File: src/verilog/fmcr_pkg.sv
// Functional notes
// - Upper error count holds; refreshes only after lower count register is read.
// - Upper count clears only on clear-counter write of one; not on reads or soft reset.
// - Reading lower count captures matching upper half as one consistent snapshot.
// - Bit 14 enables 1000BASE-X filtering, bit 13 100BASE-FX filtering; both reset 0.
// - Bit 9 enables 100BASE-FX far-end fault report; resets to 0.
// - Bit 6 permits serial auto-negotiation bypass; hardware reset value 1.
// - Bypass enable and sleep policy take effect only at software reset.
// - Bypass status reads 1 when link came up through bypass timer expiry.
// - Bypass status reads 0 after normal negotiation; resets to 0.
// - While bypass status is 1, negotiation-complete status reads 0.
// - Bit 3 set disables the fiber transmitter; resets to 0.
// - Amplitude code 111 largest, each step about 98 mV less; reset 010.
// - Sleep policy bit 1 keeps host side powered; 0 allows power down.
package fmcr_pkg;
    localparam logic [7:0] ADDR_HOST_CTRL = 8'h10;
    localparam logic [7:0] ADDR_ERR_LO = 8'h18;
    localparam logic [7:0] ADDR_ERR_HI = 8'h19;
    localparam logic [7:0] ADDR_FIBER_CTRL = 8'h1A;
    localparam logic [7:0] ADDR_TEST_CTRL = 8'h17;
    localparam logic [7:0] ADDR_IRQ_STAT = 8'h20;
    localparam logic [7:0] ADDR_IRQ_MASK = 8'h21;
    localparam logic [7:0] ADDR_LINK_STAT = 8'h22;
    localparam int BIT_FILT_1000X = 14;
    localparam int BIT_FILT_100FX = 13;
    localparam int BIT_FEFR = 9;
    localparam int BIT_BYP_EN = 6;
    localparam int BIT_BYP_STAT = 5;
    localparam int BIT_TX_DIS = 3;
    localparam int BIT_SLEEP_POL = 3;
    localparam int BIT_CLR_CNT = 4;
    localparam int AMP_MSB = 2;
    localparam logic [15:0] FIBER_CTRL_RST = 16'h0042;
    localparam logic [15:0] FIBER_CTRL_WMASK = 16'hFFDF;
    localparam logic [15:0] FIBER_SOFT_MASK = 16'h1450;
    localparam logic [15:0] HOST_CTRL_RST = 16'hE008;
    localparam logic [15:0] HOST_SOFT_MASK = 16'h0008;
    localparam int IRQ_W = 3;
    localparam int IRQ_SNAP = 0;
    localparam int IRQ_BYPASS_UP = 1;
    localparam int IRQ_NORMAL_UP = 2;
endpackage

File: src/verilog/fmcr_regs.sv
// Added by the designer: the strobed register port.
`timescale 1ns/1ns
module fmcr_regs #(
    parameter int CNT_W = 16
) (
    input wire logic sys_clk,
    input wire logic rst_n,
    input wire logic soft_reset,
    input wire logic [7:0] reg_addr,
    input wire logic [15:0] reg_wdata,
    input wire logic reg_wr,
    input wire logic reg_rd,
    output logic [15:0] reg_rdata,
    input wire logic [31:0] err_count_live,
    input wire logic link_up_bypass,
    input wire logic link_up_normal,
    input wire logic link_down,
    input wire logic an_complete_raw,
    output logic err_clear,
    output logic [31:0] err_total,
    output logic an_complete,
    output logic filt_1000x_en,
    output logic filt_100fx_en,
    output logic far_end_fault_report_en,
    output logic bypass_allowed,
    output logic tx_disable,
    output logic [2:0] amp_code,
    output logic host_side_sleep_policy,
    output logic host_side_power_down_ok,
    input wire logic pwr_down_cmd,
    input wire logic energy_detect_state,
    output logic irq
);
    logic [CNT_W-1:0] err_lo_r;
    logic [CNT_W-1:0] err_hi_r;
    logic [15:0] fiber_r;
    logic [15:0] host_r;
    logic byp_stat_r;
    logic byp_en_act_r;
    logic sleep_act_r;
    logic [fmcr_pkg::IRQ_W-1:0] irq_stat_r;
    logic [fmcr_pkg::IRQ_W-1:0] irq_mask_r;
    logic [fmcr_pkg::IRQ_W-1:0] irq_ev;
    logic clr_wr;
    logic lo_rd;
    logic [15:0] rdata_nxt;

    assign clr_wr = reg_wr && reg_addr == fmcr_pkg::ADDR_TEST_CTRL
        && reg_wdata[fmcr_pkg::BIT_CLR_CNT];
    assign lo_rd = reg_rd && reg_addr == fmcr_pkg::ADDR_ERR_LO;
    assign err_clear = clr_wr;

    // Snapshot both halves on lower read
    always_ff @(posedge sys_clk) begin
        if (!rst_n || clr_wr) begin
            err_lo_r <= '0;
            err_hi_r <= '0;
        end else if (lo_rd) begin
            err_lo_r <= err_count_live[CNT_W-1:0];
            err_hi_r <= err_count_live[2*CNT_W-1:CNT_W];
        end
    end
    assign err_total = {err_hi_r, err_lo_r};

    always_ff @(posedge sys_clk) begin
        if (!rst_n) begin
            fiber_r <= fmcr_pkg::FIBER_CTRL_RST;
        end else if (reg_wr && reg_addr == fmcr_pkg::ADDR_FIBER_CTRL) begin
            fiber_r <= reg_wdata & fmcr_pkg::FIBER_CTRL_WMASK;
        end
    end

    always_ff @(posedge sys_clk) begin
        if (!rst_n) begin
            host_r <= fmcr_pkg::HOST_CTRL_RST;
        end else if (reg_wr && reg_addr == fmcr_pkg::ADDR_HOST_CTRL) begin
            host_r <= reg_wdata;
        end
    end

    // Disruptive bits latch only at soft reset
    always_ff @(posedge sys_clk) begin
        if (!rst_n) begin
            byp_en_act_r <= fmcr_pkg::FIBER_CTRL_RST[fmcr_pkg::BIT_BYP_EN];
            sleep_act_r <= fmcr_pkg::HOST_CTRL_RST[fmcr_pkg::BIT_SLEEP_POL];
        end else if (soft_reset) begin
            byp_en_act_r <= fiber_r[fmcr_pkg::BIT_BYP_EN];
            sleep_act_r <= host_r[fmcr_pkg::BIT_SLEEP_POL];
        end
    end

    always_ff @(posedge sys_clk) begin
        if (!rst_n || soft_reset || link_down) begin
            byp_stat_r <= 1'b0;
        end else if (link_up_bypass && byp_en_act_r) begin
            byp_stat_r <= 1'b1;
        end else if (link_up_normal) begin
            byp_stat_r <= 1'b0;
        end
    end
    assign an_complete = an_complete_raw && !byp_stat_r;

    assign filt_1000x_en = fiber_r[fmcr_pkg::BIT_FILT_1000X];
    assign filt_100fx_en = fiber_r[fmcr_pkg::BIT_FILT_100FX];
    assign far_end_fault_report_en = fiber_r[fmcr_pkg::BIT_FEFR];
    assign bypass_allowed = byp_en_act_r;
    assign tx_disable = fiber_r[fmcr_pkg::BIT_TX_DIS];
    assign amp_code = fiber_r[fmcr_pkg::AMP_MSB:0];
    assign host_side_sleep_policy = sleep_act_r;
    assign host_side_power_down_ok = !sleep_act_r
        && (pwr_down_cmd || energy_detect_state);

    assign irq_ev[fmcr_pkg::IRQ_SNAP] = lo_rd;
    assign irq_ev[fmcr_pkg::IRQ_BYPASS_UP] = link_up_bypass && byp_en_act_r;
    assign irq_ev[fmcr_pkg::IRQ_NORMAL_UP] = link_up_normal;

    // Set wins over write-one clear
    always_ff @(posedge sys_clk) begin
        if (!rst_n) begin
            irq_stat_r <= '0;
        end else if (reg_wr && reg_addr == fmcr_pkg::ADDR_IRQ_STAT) begin
            irq_stat_r <= (irq_stat_r & ~reg_wdata[fmcr_pkg::IRQ_W-1:0]) | irq_ev;
        end else begin
            irq_stat_r <= irq_stat_r | irq_ev;
        end
    end

    always_ff @(posedge sys_clk) begin
        if (!rst_n) begin
            irq_mask_r <= '0;
        end else if (reg_wr && reg_addr == fmcr_pkg::ADDR_IRQ_MASK) begin
            irq_mask_r <= reg_wdata[fmcr_pkg::IRQ_W-1:0];
        end
    end
    assign irq = |(irq_stat_r & irq_mask_r);

    always_comb begin
        rdata_nxt = '0;
        case (reg_addr)
            fmcr_pkg::ADDR_HOST_CTRL: rdata_nxt = host_r;
            fmcr_pkg::ADDR_ERR_LO: rdata_nxt = err_count_live[CNT_W-1:0];
            fmcr_pkg::ADDR_ERR_HI: rdata_nxt = err_hi_r;
            fmcr_pkg::ADDR_FIBER_CTRL: begin
                rdata_nxt = fiber_r;
                rdata_nxt[fmcr_pkg::BIT_BYP_STAT] = byp_stat_r;
            end
            fmcr_pkg::ADDR_IRQ_STAT: rdata_nxt[fmcr_pkg::IRQ_W-1:0] = irq_stat_r;
            fmcr_pkg::ADDR_IRQ_MASK: rdata_nxt[fmcr_pkg::IRQ_W-1:0] = irq_mask_r;
            fmcr_pkg::ADDR_LINK_STAT: rdata_nxt[0] = an_complete;
            default: rdata_nxt = '0;
        endcase
    end

    always_ff @(posedge sys_clk) begin
        if (!rst_n) begin
            reg_rdata <= '0;
        end else if (reg_rd) begin
            reg_rdata <= rdata_nxt;
        end else begin
            reg_rdata <= '0;
        end
    end
endmodule // fmcr_regs

File: config.mk
export PLATFORM = sky130hd
export DESIGN_NAME = fmcr_regs
export DESIGN_NICKNAME = d
export VERILOG_FILES = /design/src/verilog/fmcr_pkg.sv /design/src/verilog/fmcr_regs.sv
export SDC_FILE = /design/constraint.sdc
export NUM_CORES = 1
export LEC_CHECK = 0
export BUFFER_PORTS_ARGS = -buffer_cell sky130_fd_sc_hd__buf_2
export CAP_MARGIN = 10
export CORE_ASPECT_RATIO = 1.2
export CORE_MARGIN = 3
export CORE_UTILIZATION = 56
export CTS_BUF_LIST = sky130_fd_sc_hd__clkbuf_8
export CTS_CLUSTER_DIAMETER = 120
export DETAILED_ROUTE_END_ITERATION = 6
export GPL_ROUTABILITY_DRIVEN = 1
export GPL_TIMING_DRIVEN = 0
export PLACE_DENSITY_LB_ADDON = 0.08
export RECOVER_POWER = 100
export SLEW_MARGIN = 20
export SYNTH_ARGS = -nofsm -noshare
export SYNTH_HDL_FRONTEND = slang
export SYNTH_SLANG_ARGS = --single-unit
File: constraint.sdc
create_clock -name sys_clk -period 3.7 [get_ports sys_clk]
set_input_delay 0.37 -clock sys_clk [delete_from_list [all_inputs] [get_ports sys_clk]]
set_output_delay 0.37 -clock sys_clk [all_outputs]
set_load 0.01 [all_outputs]
==> impl_metrics.tcl <==
set metrics [dict create \
    drive_above_1_share 0.1934 \
    clk_pin_slew_ns 0.09 \
    grt_pass1_vias 3362 \
    pwr_density_cell_mw_per_mm2 400.6 \
    maxSlewHeadroom 0.4696 \
    r2r-end "reg_rdata[4]" \
    synthTopCellsByArea "dfxtp_1 48%, nand2_1 13%, a21oi_1 5.0%, mux2_2 4.3%, a21boi_0 3.9%" \
    synthCells 439 \
    drc 0 \
    worstPathMaxFanout 10 \
    period_needed_ns 2.304 \
    synthToLayoutAreaGrowth_pct 23.08 \
    async_flop_share 0 \
    numCtsBuffers 9 \
    io_pins 128 \
    netlist.top_cell.by_area "dfxtp_1" \
    hold_viol 0 \
    r2r_cells 3 \
    highest_layer "met4" \
    min_from "link_down" \
    worst_hold_path_type "input port to register" \
    final.setup.tns_ns 0 \
    synth.top_cell.area_share 0.4758 \
    ys_warn_count 0 \
    syn_area_per_cell_sq_um 8.433 \
    critPathArrivalTime_ns 2.60 \
    die_w_um 80.23 \
    finalCritPeriodShare 0.6226 \
    totalPowerFinal_w 0.001826 \
    crit_path_start "reg_addr[7]" \
    final_common_cell "nand2_1" \
    wl_met3_um 786 \
    grt_remaining_overflow 0 \
    yosysSeqAreaShare 0.4758 \
    port_buffers 124 \
    insertion_delay_ns 0.36 \
    diodes 0 \
    cts_num_sinks 88 \
    cp-start-kind "input port" \
    grt_usage 0.2862 \
    dp_hpwl_mm 8.104 \
    ctsResizeCount 0 \
    holdPathEnd "byp_stat_r" \
    status "finished clean" \
    dieArea_sq_mm 0.007627 \
    worstSetupEndpointType "register" \
    crit_required_ns 4.00 \
    clock_path_buffers 2 \
    gp_congestion 0.9004 \
    nNetsFinal 641 \
    grt_setup_unrepaired "no" \
    tightest_slew_ns 0.7895 \
    ant_nets 0 \
    wl_met2_mm 5.082 \
    grt_pass1_wl_mm 16.57 \
    syn_area_sq_mm 0.003702 \
    start_util 0.5966 \
    grt_max_degree 16 \
    max_freq_mhz 434.1 \
    setup_violations 0 \
    min_path_cells 2 \
    die_h_um 95.07 \
    antenna_found_initial 0 \
    wl_met1_mm 4.670 \
    critPathSlowestCell "nor3_1" \
    p_leak_nw 1.663 \
    ys_ff_latch 88 \
    wl_per_cell_um 16.33 \
    viasPerCell 5.428 \
    cts_setup_buffers 0 \
    r2r-start "host_r[4]" \
    cap_violations 0 \
    crit_family "simple AND/OR/NAND/NOR gates" \
    fp-row-count 31 \
    finalClockSkew_ns 0.008634 \
    r2r_slack_ns 2.61 \
    synth_top_flop_cell "dfxtp_1" \
    layout_common_cells "132 x nand2_1, 88 x dfxtp_1, 83 x clkbuf_1" \
    crit_type "input port to register" \
    via_count 3588 \
    critPathBufInv 3 \
    cts_tree "done" \
    dr.first_iter.drc_count 231 \
    ir_worst_vdd_mv 0.2969 \
    ctsRootBufferMaster "clkbuf_8" \
    wl_mm 10.79 \
    critPathMaxStageDelay_ns 0.66 \
    dr.pass1.iters 7 \
    hold_buffers 0 \
    crit_top_cell "clkbuf_1" \
    synth_edf_count 0 \
    syn_nets 506 \
    ys_types 39 \
    core_area_sq_mm 0.006206 \
    path_cells "buf_2, nor3_1, and3_1, clkbuf_1, clkbuf_1, a22oi_1, a21oi_2" \
    slew_viol_final 0 \
    htreeDepth 3 \
]
sequential cells by signal (all words and copies together) (netlist names):
| name | count |
|---|---|
| err_hi_r | 16 |
| err_lo_r | 16 |
| host_r | 16 |
| reg_rdata | 16 |
| fiber_r | 15 |
| irq_mask_r | 3 |
| irq_stat_r | 3 |
| byp_stat_r | 1 |
| bypass_allowed | 1 |
| host_side_sleep_policy | 1 |
power breakdown:
| group | internal, W | total, W | switching, W |
|---|---|---|---|
| sequential | 0.000949 | 0.000951 | 0.00000238 |
| combinational | 0.0000498 | 0.000112 | 0.0000622 |
| clock | 0.000401 | 0.000762 | 0.000361 |
layer usage:
metal	global-route usage	vias up
met4	0.1296	0
li1	-	1778
met3	0.05388	23
met1	0.3639	1633
met2	0.4710	154
met5	0	-
cell type report:
type / instances / area, sq um
inverter: 3 / 11.26
multi-input combinational: 314 / 1755
clock inverter: 6 / 90.09
fill: 573 / 1649
timing repair buffer: 124 / 544.3
buffer: 34 / 153.9
tap: 82 / 102.6
clock buffer: 10 / 137.6
sequential: 88 / 1762
worst reg2reg max path: cells and delay by family, from the launching register on:
family,cells,cell delay [ns]
compound gates,1,0.34
flops,1,0.32
mux,1,0.26
simple gates,1,0.06
synth_stat cells (2+ instances only):
cell       number
a21oi_2         9
mux2i_1         8
a21boi_1        6
nor3_1          3
nand3_1        22
o21ai_0         4
nand4_1         3
mux2_2         14
inv_1           3
o2bb2ai_1       2
and3_1          5
clkbuf_1       14
a22oi_1        14
buf_4           3
buf_1           2
a21boi_0       19
nor2_1          5
nor2b_1         7
dfxtp_1        88
nand2_1       132
and2_1          2
a31oi_1         5
nor4b_1         2
a22o_1          2
a21oi_1        37
buf_2          14
a222oi_1        2
per-stage QoR:
| stage | setup slack (ns) | cells | util | hold WS (ns) | area [sq um] |
|---|---|---|---|---|---|
| after floorplan | 1.737 | 439 | - | 0.4282 | 3702 |
| after global placement | 1.488 | 645 | 0.7131 | 0.4364 | 4425 |
| after detailed placement | 1.473 | 645 | 0.7131 | 0.4441 | 4425 |
| after CTS | 1.727 | 661 | 0.7498 | 0.1659 | 4653 |
| after global routing | 1.236 | 661 | 0.7343 | 0.1889 | 4557 |
| final | 1.396 | 661 | 0.7343 | 0.1691 | 4557 |
worst max-delay path by stage:
stage	cells past startpoint	end
2_1_floorplan	6	err_hi_r[10]
3_3_place_gp	7	host_r[15]
3_5_place_dp	7	host_r[13]
4_1_cts	5	err_clear
5_1_grt	7	reg_rdata[14]
6_report	7	reg_rdata[14]
cell families after synthesis:
| logic type | count (synthesis) | share of synthesized area |
|---|---|---|
| fa+ha+maj | 1 | 0.002704 |
| flops | 88 | 0.4758 |
| buf+inv | 37 | 0.04731 |
| mux | 22 | 0.06421 |
| simple gates | 191 | 0.2308 |
| compound gates | 100 | 0.1791 |
Note: power is estimated with default switching activity, not from simulation.
